==> src/rtl/ppm_pkg.sv <==
package ppm_pkg;

  // ----------------------------------------------------------------
  // timing
  // ----------------------------------------------------------------
  localparam int unsigned CLK_MHZ        = 125;
  localparam int unsigned SW_RST_NS      = 80;
  localparam int unsigned SW_RST_CYC     = (SW_RST_NS * CLK_MHZ + 999) / 1000;
  localparam int unsigned RELEASE_NS     = 640;
  localparam int unsigned RELEASE_CYC    = (RELEASE_NS * CLK_MHZ) / 1000;
  localparam int unsigned CNT_W          = 8;

  // ----------------------------------------------------------------
  // register port
  // ----------------------------------------------------------------
  localparam int unsigned ADDR_W         = 5;
  localparam int unsigned DATA_W         = 16;
  localparam logic [4:0]  REG_CTRL       = 5'h00;
  localparam logic [4:0]  REG_STAT       = 5'h01;
  localparam logic [4:0]  REG_ADV        = 5'h04;
  localparam logic [4:0]  REG_LPA        = 5'h05;
  localparam logic [4:0]  REG_ERRCNT     = 5'h12;
  localparam logic [4:0]  REG_EXT2       = 5'h13;

  // ----------------------------------------------------------------
  // field positions
  // ----------------------------------------------------------------
  localparam int unsigned CTRL_SW_RST    = 15;
  localparam int unsigned CTRL_SPEED     = 13;
  localparam int unsigned CTRL_AN_EN     = 12;
  localparam int unsigned CTRL_PDOWN     = 11;
  localparam int unsigned CTRL_DUPLEX    = 8;
  localparam int unsigned STAT_ABL_LSB   = 11;
  localparam int unsigned STAT_AN_DONE   = 5;
  localparam int unsigned STAT_RFAULT    = 4;
  localparam int unsigned STAT_LINK      = 2;
  localparam int unsigned STAT_JABBER    = 1;
  localparam int unsigned ADV_ABL_LSB    = 5;
  localparam int unsigned EXT2_SAVE100   = 0;
  localparam int unsigned EXT2_SAVE10    = 1;
  localparam int unsigned ABL_10HD       = 0;
  localparam int unsigned ABL_10FD       = 1;
  localparam int unsigned ABL_100HD      = 2;
  localparam int unsigned ABL_100FD      = 3;

  // ----------------------------------------------------------------
  // reset values
  // ----------------------------------------------------------------
  localparam logic [15:0] CTRL_RST       = 16'h3100;
  localparam logic [3:0]  ADV_RST        = 4'hF;
  localparam logic [1:0]  EXT2_RST       = 2'h0;
  localparam logic [3:0]  LOCAL_ABL      = 4'hF;
  localparam logic [7:0]  ERRCNT_MAX     = 8'hFF;

  // ----------------------------------------------------------------
  // types
  // ----------------------------------------------------------------
  typedef struct packed {
    logic speed_100;
    logic full_duplex;
  } ppm_mode_t;

  typedef struct packed {
    logic nibble_serdes;
    logic code_4b5b;
    logic nrzi;
    logic mlt3;
    logic scramble;
    logic manchester;
    logic loopback;
    logic sqe_test;
  } ppm_path_t;

  typedef enum logic [2:0] {
    ST_RESET,
    ST_SWRST,
    ST_PDOWN,
    ST_RELEASE,
    ST_RUN
  } ppm_state_t;

endpackage

==> src/rtl/ppm_an_resolve.sv <==
`timescale 1ns/1ps
module ppm_an_resolve (
  // clock and reset
  input  wire logic              clk_in,
  input  wire logic              rst_n_in,
  // request
  input  wire logic              clear_in,
  input  wire logic              valid_in,
  input  wire logic [3:0]        local_abl_in,
  input  wire logic [3:0]        partner_abl_in,
  // result
  output ppm_pkg::ppm_mode_t     mode_out,
  output logic                   done_out
);

  ppm_pkg::ppm_mode_t mode_q;
  logic               done_q;
  logic [3:0]         common;

  assign common = local_abl_in & partner_abl_in;

  // highest common mode wins: 100 full, 100 half, 10 full, 10 half
  always_ff @(posedge clk_in or negedge rst_n_in) begin
    if (!rst_n_in) begin
      mode_q <= '0;
      done_q <= 1'b0;
    end else if (clear_in) begin
      done_q <= 1'b0;
    end else if (valid_in && !done_q && (common != 4'h0)) begin
      done_q <= 1'b1;
      if (common[ppm_pkg::ABL_100FD]) begin
        mode_q <= '{speed_100: 1'b1, full_duplex: 1'b1};
      end else if (common[ppm_pkg::ABL_100HD]) begin
        mode_q <= '{speed_100: 1'b1, full_duplex: 1'b0};
      end else if (common[ppm_pkg::ABL_10FD]) begin
        mode_q <= '{speed_100: 1'b0, full_duplex: 1'b1};
      end else begin
        mode_q <= '{speed_100: 1'b0, full_duplex: 1'b0};
      end
    end
  end

  assign mode_out = mode_q;
  assign done_out = done_q;

endmodule

==> src/rtl/ppm_phy_ctrl.sv <==
// Behaviour
// - power down on reset pin or bit
// - powered down: MAC outputs zero, management alive (bit power down only; reset pin holds the register port in reset)
// - powered down: line transmit pins released
// - bit power down keeps registers, clears latches
// - reset power down restores all defaults
// - optional 100M modules off at 10M
// - optional 10M modules off at 100M
// - negotiation runs only while enabled
// - negotiation picks highest common mode
// - 100M path: serdes, 4B5B, NRZI, MLT3, scramble
// - 10M path: serdes and Manchester coding
// - full duplex: both paths at once
// - 10M full duplex: no loopback, no SQE
// - full duplex: carrier on receive, no collision
// - half duplex: carrier either way, collision
// - software reset does not power down
//
// Added by the designer: the strobed register port and the register offsets.
`timescale 1ns/1ps
module ppm_phy_ctrl (
  // clock and hardware reset pin
  input  wire logic                        clk_in,
  input  wire logic                        rst_n_in,
  // register port
  input  wire logic [ppm_pkg::ADDR_W-1:0]  reg_addr_in,
  input  wire logic [ppm_pkg::DATA_W-1:0]  reg_wdata_in,
  input  wire logic                        reg_wr_in,
  input  wire logic                        reg_rd_in,
  output logic      [ppm_pkg::DATA_W-1:0]  reg_rdata_out,
  // MAC side
  input  wire logic                        tx_en_in,
  input  wire logic [3:0]                  txd_in,
  output logic                             rx_dv_out,
  output logic      [3:0]                  rxd_out,
  output logic                             crs_out,
  output logic                             col_out,
  // line side
  input  wire logic                        rx_active_in,
  input  wire logic [3:0]                  rx_nibble_in,
  input  wire logic                        rx_error_in,
  input  wire logic                        link_up_in,
  input  wire logic                        jabber_in,
  input  wire logic                        remote_fault_in,
  input  wire logic                        line_sym_pos_in,
  input  wire logic                        line_sym_neg_in,
  output logic                             line_tx_pos_out,
  output logic                             line_tx_neg_out,
  output logic                             line_tx_oe_out,
  // negotiation partner
  input  wire logic [3:0]                  partner_abl_in,
  input  wire logic                        partner_valid_in,
  // internal control
  output logic                             power_down_out,
  output logic                             an_run_out,
  output logic                             mod100_en_out,
  output logic                             mod10_en_out,
  output ppm_pkg::ppm_mode_t               mode_out,
  output ppm_pkg::ppm_path_t               path_out
);

  // ----------------------------------------------------------------
  // reset release
  // ----------------------------------------------------------------
  logic rst_meta_q;
  logic rst_sync_q;

  always_ff @(posedge clk_in or negedge rst_n_in) begin
    if (!rst_n_in) begin
      rst_meta_q <= 1'b0;
      rst_sync_q <= 1'b0;
    end else begin
      rst_meta_q <= 1'b1;
      rst_sync_q <= rst_meta_q;
    end
  end

  // ----------------------------------------------------------------
  // registers and sequencer state
  // ----------------------------------------------------------------
  ppm_pkg::ppm_state_t             state_q;
  logic [ppm_pkg::CNT_W-1:0]       cnt_q;
  logic [15:0]                     ctrl_q;
  logic [3:0]                      adv_q;
  logic [1:0]                      ext2_q;
  logic                            link_ll_q;
  logic                            jabber_lh_q;
  logic                            rfault_lh_q;
  logic [7:0]                      errcnt_q;
  logic [ppm_pkg::DATA_W-1:0]      rdata_q;
  ppm_pkg::ppm_mode_t              an_mode;
  logic                            an_done;
  logic                            sw_rst;
  logic                            pd_bit;
  logic                            live;
  logic                            stat_rd;
  logic                            err_rd;
  logic                            wr_ctrl;

  function automatic logic hit(input logic [ppm_pkg::ADDR_W-1:0] a, input logic [4:0] r);
    hit = (a == r);
  endfunction

  assign sw_rst  = (state_q == ppm_pkg::ST_SWRST);
  assign pd_bit  = ctrl_q[ppm_pkg::CTRL_PDOWN];
  assign live    = (state_q == ppm_pkg::ST_RUN);
  assign wr_ctrl = reg_wr_in && hit(reg_addr_in, ppm_pkg::REG_CTRL);
  assign stat_rd = reg_rd_in && hit(reg_addr_in, ppm_pkg::REG_STAT);
  assign err_rd  = reg_rd_in && hit(reg_addr_in, ppm_pkg::REG_ERRCNT);

  // ----------------------------------------------------------------
  // reset, power-down and release sequencer
  // ----------------------------------------------------------------
  always_ff @(posedge clk_in or negedge rst_sync_q) begin
    if (!rst_sync_q) begin
      state_q <= ppm_pkg::ST_RESET;
      cnt_q   <= '0;
    end else begin
      case (state_q)
        ppm_pkg::ST_RESET: begin
          state_q <= ppm_pkg::ST_RELEASE;
          cnt_q   <= '0;
        end
        ppm_pkg::ST_SWRST: begin
          // software reset holds the block but never powers it down
          if (cnt_q == ppm_pkg::CNT_W'(ppm_pkg::SW_RST_CYC - 1)) begin
            state_q <= ppm_pkg::ST_RELEASE;
            cnt_q   <= '0;
          end else begin
            cnt_q <= cnt_q + 1'b1;
          end
        end
        ppm_pkg::ST_PDOWN: begin
          if (!pd_bit) begin
            state_q <= ppm_pkg::ST_RELEASE;
            cnt_q   <= '0;
          end
        end
        ppm_pkg::ST_RELEASE: begin
          if (pd_bit) begin
            state_q <= ppm_pkg::ST_PDOWN;
          end else if (cnt_q == ppm_pkg::CNT_W'(ppm_pkg::RELEASE_CYC - 1)) begin
            state_q <= ppm_pkg::ST_RUN;
          end else begin
            cnt_q <= cnt_q + 1'b1;
          end
        end
        ppm_pkg::ST_RUN: begin
          if (wr_ctrl && reg_wdata_in[ppm_pkg::CTRL_SW_RST]) begin
            state_q <= ppm_pkg::ST_SWRST;
            cnt_q   <= '0;
          end else if (pd_bit) begin
            state_q <= ppm_pkg::ST_PDOWN;
          end
        end
        default: begin
          state_q <= ppm_pkg::ST_RESET;
          cnt_q   <= '0;
        end
      endcase
    end
  end

  // ----------------------------------------------------------------
  // control registers
  // ----------------------------------------------------------------
  always_ff @(posedge clk_in or negedge rst_sync_q) begin
    if (!rst_sync_q) begin
      ctrl_q <= ppm_pkg::CTRL_RST;
      adv_q  <= ppm_pkg::ADV_RST;
      ext2_q <= ppm_pkg::EXT2_RST;
    end else if (sw_rst) begin
      // defaults again; the reset bit reads one until the hold ends
      ctrl_q                      <= ppm_pkg::CTRL_RST;
      ctrl_q[ppm_pkg::CTRL_SW_RST] <= (cnt_q != ppm_pkg::CNT_W'(ppm_pkg::SW_RST_CYC - 1));
      adv_q                       <= ppm_pkg::ADV_RST;
      ext2_q                      <= ppm_pkg::EXT2_RST;
    end else if (reg_wr_in) begin
      // power-down entry leaves these untouched
      if (hit(reg_addr_in, ppm_pkg::REG_CTRL)) begin
        ctrl_q <= reg_wdata_in;
      end
      if (hit(reg_addr_in, ppm_pkg::REG_ADV)) begin
        adv_q <= reg_wdata_in[ppm_pkg::ADV_ABL_LSB +: 4];
      end
      if (hit(reg_addr_in, ppm_pkg::REG_EXT2)) begin
        ext2_q <= reg_wdata_in[1:0];
      end
    end
  end

  // ----------------------------------------------------------------
  // latching status bits
  // ----------------------------------------------------------------
  always_ff @(posedge clk_in or negedge rst_sync_q) begin
    if (!rst_sync_q) begin
      link_ll_q   <= 1'b0;
      jabber_lh_q <= 1'b0;
      rfault_lh_q <= 1'b0;
    end else if (!live) begin
      link_ll_q   <= 1'b0;
      jabber_lh_q <= 1'b0;
      rfault_lh_q <= 1'b0;
    end else begin
      // a read re-arms the latch; an event in the same cycle wins
      link_ll_q   <= link_up_in & (link_ll_q | stat_rd);
      jabber_lh_q <= jabber_in | (jabber_lh_q & ~stat_rd);
      rfault_lh_q <= remote_fault_in | (rfault_lh_q & ~stat_rd);
    end
  end

  // saturating error count, cleared by its read
  always_ff @(posedge clk_in or negedge rst_sync_q) begin
    if (!rst_sync_q) begin
      errcnt_q <= '0;
    end else if (!live) begin
      errcnt_q <= '0;
    end else if (rx_error_in) begin
      if (err_rd) begin
        errcnt_q <= 8'h01;
      end else if (errcnt_q != ppm_pkg::ERRCNT_MAX) begin
        errcnt_q <= errcnt_q + 1'b1;
      end
    end else if (err_rd) begin
      errcnt_q <= '0;
    end
  end

  // ----------------------------------------------------------------
  // register read port
  // ----------------------------------------------------------------
  always_ff @(posedge clk_in or negedge rst_sync_q) begin
    if (!rst_sync_q) begin
      rdata_q <= '0;
    end else if (reg_rd_in) begin
      case (reg_addr_in)
        ppm_pkg::REG_CTRL:   rdata_q <= ctrl_q;
        ppm_pkg::REG_STAT:   rdata_q <= {1'b0, ppm_pkg::LOCAL_ABL, 5'h00, an_done, rfault_lh_q,
                                         1'b0, link_ll_q, jabber_lh_q, 1'b1};
        ppm_pkg::REG_ADV:    rdata_q <= {7'h00, adv_q, 5'h01};
        ppm_pkg::REG_LPA:    rdata_q <= {7'h00, partner_abl_in, 5'h01};
        ppm_pkg::REG_ERRCNT: rdata_q <= {8'h00, errcnt_q};
        ppm_pkg::REG_EXT2:   rdata_q <= {14'h0000, ext2_q};
        default:             rdata_q <= '0;
      endcase
    end else begin
      rdata_q <= '0;
    end
  end

  assign reg_rdata_out = rdata_q;

  // ----------------------------------------------------------------
  // negotiation and operating mode
  // ----------------------------------------------------------------
  logic an_run;

  assign an_run = live && ctrl_q[ppm_pkg::CTRL_AN_EN] && !pd_bit;

  ppm_an_resolve u_resolve (
    .clk_in         (clk_in),
    .rst_n_in       (rst_sync_q),
    .clear_in       (!an_run),
    .valid_in       (partner_valid_in),
    .local_abl_in   (adv_q & ppm_pkg::LOCAL_ABL),
    .partner_abl_in (partner_abl_in),
    .mode_out       (an_mode),
    .done_out       (an_done)
  );

  ppm_pkg::ppm_mode_t mode_q;
  ppm_pkg::ppm_path_t path_q;
  logic               mod100_q;
  logic               mod10_q;

  always_ff @(posedge clk_in or negedge rst_sync_q) begin
    if (!rst_sync_q) begin
      mode_q <= '0;
    end else if (an_run) begin
      mode_q <= an_mode;
    end else begin
      mode_q <= '{speed_100: ctrl_q[ppm_pkg::CTRL_SPEED], full_duplex: ctrl_q[ppm_pkg::CTRL_DUPLEX]};
    end
  end

  // module enables and coding selection
  always_ff @(posedge clk_in or negedge rst_sync_q) begin
    if (!rst_sync_q) begin
      mod100_q <= 1'b0;
      mod10_q  <= 1'b0;
      path_q   <= '0;
    end else if (!live) begin
      mod100_q <= 1'b0;
      mod10_q  <= 1'b0;
      path_q   <= '0;
    end else begin
      mod100_q <= mode_q.speed_100 | ~ext2_q[ppm_pkg::EXT2_SAVE100];
      mod10_q  <= ~mode_q.speed_100 | ~ext2_q[ppm_pkg::EXT2_SAVE10];
      path_q.nibble_serdes <= 1'b1;
      path_q.code_4b5b     <= mode_q.speed_100;
      path_q.nrzi          <= mode_q.speed_100;
      path_q.mlt3          <= mode_q.speed_100;
      path_q.scramble      <= mode_q.speed_100;
      path_q.manchester    <= ~mode_q.speed_100;
      path_q.loopback      <= ~mode_q.speed_100 & ~mode_q.full_duplex;
      path_q.sqe_test      <= ~mode_q.speed_100 & ~mode_q.full_duplex;
    end
  end

  // ----------------------------------------------------------------
  // MAC outputs and line transmit
  // ----------------------------------------------------------------
  logic       crs_q;
  logic       col_q;
  logic       rx_dv_q;
  logic [3:0] rxd_q;
  logic       tx_pos_q;
  logic       tx_neg_q;
  logic       loop_now;

  // half-duplex 10M echoes transmit data when the line is quiet
  assign loop_now = path_q.loopback && tx_en_in && !rx_active_in;

  always_ff @(posedge clk_in or negedge rst_sync_q) begin
    if (!rst_sync_q) begin
      crs_q   <= 1'b0;
      col_q   <= 1'b0;
      rx_dv_q <= 1'b0;
      rxd_q   <= '0;
    end else if (!live) begin
      crs_q   <= 1'b0;
      col_q   <= 1'b0;
      rx_dv_q <= 1'b0;
      rxd_q   <= '0;
    end else if (mode_q.full_duplex) begin
      crs_q   <= rx_active_in;
      col_q   <= 1'b0;
      rx_dv_q <= rx_active_in;
      rxd_q   <= rx_nibble_in;
    end else begin
      crs_q   <= rx_active_in | tx_en_in;
      col_q   <= rx_active_in & tx_en_in;
      rx_dv_q <= rx_active_in | loop_now;
      rxd_q   <= loop_now ? txd_in : rx_nibble_in;
    end
  end

  always_ff @(posedge clk_in or negedge rst_sync_q) begin
    if (!rst_sync_q) begin
      tx_pos_q <= 1'b0;
      tx_neg_q <= 1'b0;
    end else begin
      tx_pos_q <= live & line_sym_pos_in;
      tx_neg_q <= live & line_sym_neg_in;
    end
  end

  assign crs_out         = crs_q;
  assign col_out         = col_q;
  assign rx_dv_out       = rx_dv_q;
  assign rxd_out         = rxd_q;
  assign line_tx_pos_out = tx_pos_q;
  assign line_tx_neg_out = tx_neg_q;
  assign line_tx_oe_out  = (state_q != ppm_pkg::ST_PDOWN) && (state_q != ppm_pkg::ST_RESET)
                           && !pd_bit;
  assign power_down_out  = !rst_sync_q || (state_q == ppm_pkg::ST_RESET) || pd_bit;
  assign an_run_out      = an_run;
  assign mod100_en_out   = mod100_q;
  assign mod10_en_out    = mod10_q;
  assign mode_out        = mode_q;
  assign path_out        = path_q;

endmodule

==> config.mk <==
export PLATFORM = sky130hd
export DESIGN_NAME = ppm_phy_ctrl
export DESIGN_NICKNAME = d
export VERILOG_FILES = /design/src/rtl/ppm_pkg.sv /design/src/rtl/ppm_an_resolve.sv /design/src/rtl/ppm_phy_ctrl.sv
export SDC_FILE = /design/constraint.sdc
export NUM_CORES = 1
export LEC_CHECK = 0
export ABC_AREA = 1
export ABC_CLOCK_PERIOD_IN_PS = 3640
export BUFFER_PORTS_ARGS = -buffer_cell sky130_fd_sc_hd__buf_2
export CORE_MARGIN = 5
export CORE_UTILIZATION = 55
export CTS_CLUSTER_DIAMETER = 30
export CTS_CLUSTER_SIZE = 20
export DETAILED_ROUTE_END_ITERATION = 16
export PLACE_DENSITY = 0.87
export SYNTH_ARGS = -nofsm -noshare
export SYNTH_HDL_FRONTEND = slang
export SYNTH_SLANG_ARGS = --single-unit
export TNS_END_PERCENT = 30
==> constraint.sdc <==
create_clock -name clk_in -period 3.64 [get_ports clk_in]
set_input_delay 0.728 -clock clk_in [delete_from_list [all_inputs] [get_ports clk_in]]
set_output_delay 0.728 -clock clk_in [all_outputs]
set_load 0.01 [all_outputs]
# After elaboration in Yosys (flattened, before gate mapping)

Cells that the tools add are included.

Register bits after elaboration: 86
Latch bits: 0
Memory bits (writable): 0
Bits in read-only memories: 0
Output and inout bits: 40
Word-level logic and storage cells: 162
Memories: 0

$add $sub $neg: 2
Multipliers: 0
Divide/modulo/power cells: 0
Order comparisons: 0
Equal/unequal tests: 24
Shift-type cells: 0
Mux-type cells: 50
Bitwise operators: 20
Reductions and logical operators: 33

Operators by type and width:

| operator                                                                 | count |
|---|---|
| 16-bit one-hot mux with 6 select lines                                   | 1 |
| 8-bit two-way mux                                                        | 11 |
| 16-bit two-way mux                                                       | 4 |
| 8-bit one-hot mux with 4 select lines                                    | 1 |
| 4-bit two-way mux                                                        | 6 |
| 3-bit two-way mux                                                        | 6 |
| 8-bit by 1-bit adder with 8-bit output (second input constant)           | 2 |
| 3-bit one-hot mux with 5 select lines                                    | 1 |
| 1-bit two-way mux                                                        | 14 |
| 1-bit logical AND                                                        | 12 |
| 2-bit two-way mux                                                        | 6 |
| 5-bit by 3-bit equality test with 1-bit output (second input constant)   | 2 |
| 5-bit equality test (second input constant)                              | 2 |
| 2-bit AND reduction                                                      | 5 |
| 3-bit by 2-bit inequality test with 1-bit output (second input constant) | 3 |
| 8-bit by 4-bit equality test with 1-bit output (second input constant)   | 1 |
| 8-bit by 7-bit equality test with 1-bit output (second input constant)   | 1 |
| 8-bit by 4-bit inequality test with 1-bit output (second input constant) | 1 |
| 8-bit inequality test (second input constant)                            | 1 |
| 4-bit AND reduction                                                      | 2 |
| 2-bit nonzero test                                                       | 4 |
| 1-bit bitwise AND                                                        | 7 |
| 1-bit OR                                                                 | 7 |
| 3-bit by 2-bit equality test with 1-bit output (second input constant)   | 2 |
| 15 further kinds                                                         | 27 |

# Depth between registers and ports, before layout

Depth after elaboration: 6
Mapped depth: 11
Mapped depth without buffers: 11

# Modules after synthesis

A second synthesis with hierarchy kept.

Cell total of the unflattened synthesis: 504
Area total of the unflattened synthesis: 3,996.3 µm²

By module, submodules not included:

| module         | instances | cells an instance | area an instance (µm²) | sequential area each (µm²) |
|---|---|---|---|---|
| ppm_phy_ctrl   | 1         | 477               | 3,819.9                | 1,985.7 |
| ppm_an_resolve | 1         | 27                | 176.4                  | 75.1 |

# Worst setup path after synthesis

No wires, ideal clock.

Path kind: register to output
Start point: reg rst_sync_q
End point: out power_down_out
Arrival: 2.396 ns
Required time: 2.912 ns
Path slack: 0.516 ns
Cell stages (with the launch flop): 2
Cell sequence: dfrtp_1 -> nand3_1

Cells in the longest elaborated chain, start to end: 3

Ends and longest elaborated chain:

| element                          | RTL line            | source |
|---|---|---|
| start, declared                  | ppm_phy_ctrl.sv:66  | `logic rst_sync_q;` |
| start signal, assigned           | ppm_phy_ctrl.sv:74  | `rst_sync_q <= rst_meta_q;` |
| 1-bit zero test (no source line) | --                  |  |
| 1-bit logical OR (2 in a row)    | ppm_phy_ctrl.sv:366 | `assign power_down_out = !rst_sync_q \|\| (state_q == ppm_pkg::ST_RESET) \|\| pd_bit;` |
| end, declared                    | ppm_phy_ctrl.sv:54  | `output logic power_down_out,` |

Every way passes these cells.

# Worst setup path in the final report

Start point: reg state_q[1]
End point: out an_run_out

Cells in the longest elaborated chain, start to end: 3

Ends and longest elaborated chain:

| element                        | RTL line            | source |
|---|---|---|
| start, declared                | ppm_phy_ctrl.sv:81  | `ppm_pkg::ppm_state_t state_q;` |
| start signal, assigned         | ppm_phy_ctrl.sv:116 | `state_q <= ppm_pkg::ST_RESET;` |
| start signal, assigned         | ppm_phy_ctrl.sv:121 | `state_q <= ppm_pkg::ST_RELEASE;` |
| start signal, assigned         | ppm_phy_ctrl.sv:127 | `state_q <= ppm_pkg::ST_RELEASE;` |
| 3-bit equality test            | ppm_phy_ctrl.sv:106 | `assign live = (state_q == ppm_pkg::ST_RUN);` |
| 1-bit logical AND (2 in a row) | ppm_phy_ctrl.sv:258 | `assign an_run = live && ctrl_q[ppm_pkg::CTRL_AN_EN] && !pd_bit;` |
| end, declared                  | ppm_phy_ctrl.sv:55  | `output logic an_run_out,` |

Every way passes these cells.

==> results.md <==
* Outcome: finished clean
* Sequential-to-total area share from yosys stat at 50.9%
* Fraction of final layout cells sized beyond drive strength 1 at 24.9%
* Number of enable-type register cells in the synthesized netlist at 0
* DRC marker count from the first detailed-route iteration at 243
* DRC violation count after routing at 0
* Syn_nets at 546
* Cell count after synthesis at 497
* Setup-failing EPs final at 0
* Sum of overflow across all layers after global routing at 0
* Overall fraction of global-route tracks in use at 22.4%
* Reported leakage power at 2.58 nW
* Fill cell count at 606
* Number of unique standard cell types used by synthesis at 35
* Gp weighted congestion at 0.928
* Minimum clock period after layout at 2.48 ns
* Final clock skew at 0.00886 ns
* Slew of the pin with the lowest slew margin at 0.980 ns
* Core area at 7210 sq um
* Antenna viol nets, final at 0
* Die height at 95.8 um
* Critical path data arrival time at 1.75 ns
* Commonest cells in the netlist: sky130_fd_sc_hd__nand2_1 (115), sky130_fd_sc_hd__dfrtp_1 (75), sky130_fd_sc_hd__inv_1 (62)
* Dominant cell by count in the synthesized netlist: sky130_fd_sc_hd__nand2_1
* CP startpoint kind: flip-flop
* Nets at 634
* PostCTS Resize Cnt at 0
* Via density at 5.28
* Cells taking the most area after synthesis: sky130_fd_sc_hd__dfrtp_1 (46%), sky130_fd_sc_hd__nand2_1 (11%), sky130_fd_sc_hd__o21ai_0 (5.9%)
* Final Slew Violations at 0
* Synthesized area divided by synthesized cell count at 8.15 sq um
* Cell taking the most area after synthesis: sky130_fd_sc_hd__dfrtp_1
* Via count of the first global-routing pass at 3,466
* Proportion of register bits with asynchronous set or reset after synthesis at 100%
* Count of state elements after synthesis at 82
* Synthesis-to-finish area growth at 18.3%
* Number of post-CTS setup repair buffers at 0
* H-Tree Level Count at 3
* Initial antenna violation count at 0
* DP Wirelength at 7500 um
* Die Area at 9180 sq um
* Register clock-pin slew on the reported worst setup and hold paths at 0.08 ns
* Setup repair after global routing missed its margin: no
* Number of buffers created by CTS at 9
* Effective utilization at floorplan at 56.1%
* Detailed Route WL at 9890 um
* WL per Instance at 14.3 um
* Antenna cells at 0
* Max-Slew Margin vs Limit at 34.7%
* Most used flip-flop cell after synthesis: sky130_fd_sc_hd__dfrtp_1
* Count of vias placed by the detailed router at 3,641
* Placed Instances at 673
* Hold violation total from the final report at 0
* First-pass GRT wire length at 15,800 um
* Setup TNS Final at 0 ns
* Power density cells at 533 nW/um^2
* Share of the cycle needed by the critical path after routing at 68.0%
* Critical Setup Path Class: reg -> out
* Share of Yosys cell area claimed by the top area cell type at 46.3%
* Worst vdd rail ir drop at 0.000279 V
* Maximum operating frequency at 0.404 GHz
* Library cell used as clock root buffer: sky130_fd_sc_hd__clkbuf_8
* Non-filler cells in the finished layout at 689
* Drt pass-1 iters at 5
* Count of pins on the block boundary at 86
* Class of the worst hold path: in -> async
* Crit end category: output port
* Number of buffers inserted for hold repair after clock tree synthesis at 0
* Total Power at 2.56 mW
* Later-pin clock latency in the skew report at 0.35 ns
* Final core utilization at 66.4%
* Clock tree sinks at 82
* Critical-path maximum fanout at 15
* Deepest clock path buffer count at 2
* Area of the mapped netlist at 4050 sq um
* Horizontal die dimension at 95.8 um
* Synth warnings at 0
* Required time of the critical path at 2.91 ns
* MaxCap Viol Count at 0
* TritonCTS clock tree: yes
* Maximum number of pins on one net before global-route repair at 81
* Placement Rows at 31
* Port buffer count at 85
registers in the layout, summed over array words and instances (netlist names), 2 cells and up:
| register | cells |
|---|---|
| u_resolve.mode_out | 2 |
| cnt_q | 8 |
| ctrl_q | 16 |
| reg_rdata_out | 16 |
| errcnt_q | 8 |
| mode_out | 2 |
| ext2_q | 2 |
| path_out | 4 |
| rxd_out | 4 |
| adv_q | 4 |
| state_q | 3 |
critical path, stage by stage (launching register included):
cell,delay (ns)
sky130_fd_sc_hd__dfrtp_1,0.48
sky130_fd_sc_hd__nor2_2,0.20
sky130_fd_sc_hd__nand2_4,0.16
sky130_fd_sc_hd__inv_6,0.18
sky130_fd_sc_hd__nand2_4,0.09
sky130_fd_sc_hd__nor2_8,0.14
sky130_fd_sc_hd__buf_2,0.15
final timing paths:
check	start	to	slack (ns)	depth (start not counted)
min in group clk_in	rst_meta_q	rst_sync_q	0.36	0
max	state_q[1]	an_run_out	1.16	6
max reg2reg	state_q[2]	ctrl_q[5]	1.67	5
min	rst_n_in	rst_meta_q	0.15	1
max in group asynchronous	rst_sync_q	ext2_q[1]	2.44	1
min reg2reg	rst_meta_q	rst_sync_q	0.36	0
layer usage:
layer	track usage [%]	part of all wire, %	vias up
li1	-	-	1752
met1	27.6	40	1712
met2	39.4	51	158
met3	4.53	7.5	19
met4	6.87	1.7	0
met5	0	0	-
cell usage in the layout (no fill, tap or decap):
| master | Yosys | routed |
|---|---|---|
| sky130_fd_sc_hd__buf_4 | 7 | 1 |
| sky130_fd_sc_hd__a21oi_4 | 1 | 1 |
| sky130_fd_sc_hd__dfstp_2 | 7 | 7 |
| sky130_fd_sc_hd__a21oi_1 | 16 | 16 |
| sky130_fd_sc_hd__clkinv_4 | 0 | 2 |
| sky130_fd_sc_hd__nand2_4 | 2 | 2 |
| sky130_fd_sc_hd__nor3_1 | 4 | 4 |
| sky130_fd_sc_hd__nand3_1 | 36 | 36 |
| sky130_fd_sc_hd__ha_1 | 3 | 3 |
| sky130_fd_sc_hd__nor2_8 | 1 | 1 |
| sky130_fd_sc_hd__inv_6 | 1 | 1 |
| sky130_fd_sc_hd__nand2_2 | 7 | 7 |
| sky130_fd_sc_hd__o221ai_1 | 2 | 2 |
| sky130_fd_sc_hd__clkbuf_1 | 1 | 1 |
| sky130_fd_sc_hd__nand2_1 | 115 | 115 |
| sky130_fd_sc_hd__o21ai_2 | 2 | 2 |
| sky130_fd_sc_hd__dfrtp_4 | 0 | 1 |
| sky130_fd_sc_hd__nor2_4 | 4 | 4 |
| sky130_fd_sc_hd__dfrtp_1 | 75 | 74 |
| sky130_fd_sc_hd__clkbuf_8 | 0 | 9 |
| sky130_fd_sc_hd__clkinvlp_4 | 0 | 1 |
| sky130_fd_sc_hd__o22ai_1 | 4 | 4 |
| sky130_fd_sc_hd__xor2_1 | 5 | 5 |
| sky130_fd_sc_hd__nor2_2 | 5 | 5 |
| sky130_fd_sc_hd__buf_2 | 1 | 85 |
| sky130_fd_sc_hd__conb_1 | 1 | 1 |
| sky130_fd_sc_hd__nand3b_1 | 1 | 1 |
| sky130_fd_sc_hd__bufinv_16 | 0 | 3 |
| sky130_fd_sc_hd__o21ai_0 | 48 | 48 |
| sky130_fd_sc_hd__o21bai_1 | 1 | 1 |
| sky130_fd_sc_hd__nand4_1 | 7 | 7 |
| sky130_fd_sc_hd__nand3_2 | 3 | 3 |
| sky130_fd_sc_hd__nor2_1 | 59 | 59 |
| sky130_fd_sc_hd__inv_1 | 62 | 62 |
| sky130_fd_sc_hd__o21ai_1 | 1 | 1 |
| sky130_fd_sc_hd__nor3_4 | 1 | 1 |
| sky130_fd_sc_hd__a22o_1 | 1 | 1 |
| sky130_fd_sc_hd__inv_2 | 10 | 10 |
| sky130_fd_sc_hd__o211ai_1 | 2 | 2 |
| sky130_fd_sc_hd__nand3_4 | 1 | 1 |
cell type report:
type                       instances  area [sq um]  area share, %
multi-input combinational        333          1650           34.4
clock inverter                     6           115           2.40
tap                               99           124           2.58
timing repair buffer              86           433           9.03
inverter                          73           279           5.82
clock buffer                      10           128           2.66
sequential                        82          2060           43.1
cell families after synthesis:
group / count (synthesis) / synth area share (%)
DFF: 82 / 50.9
adders and majority gates: 3 / 0.927
buffers and inverters: 82 / 8.40
and+or+nand+nor: 246 / 27.9
other: 1 / 0.0926
AOI/OAI and AO/OA: 78 / 10.7
xor gates and xnor gates: 5 / 1.08
power by group:
part / internal (mW) / switching (mW) / leakage [nW] / total [mW]
Sequential: 1.04 / 0.0872 / 1.09 / 1.13
Combinational: 0.200 / 0.439 / 1.37 / 0.639
Clock: 0.458 / 0.332 / 0.117 / 0.790
stage by stage:
stage,hold WS [ns],setup slack [ns],cell area (sq um)
finish,0.145,1.16,4790
global route,0.133,1.06,4790
CTS,0.140,1.15,4790
detailed placement,0.340,1.27,4550
global placement,0.336,1.37,4550
floorplan,0.331,0.516,4050
No activity file was read; power rests on OpenSTA's default activity.
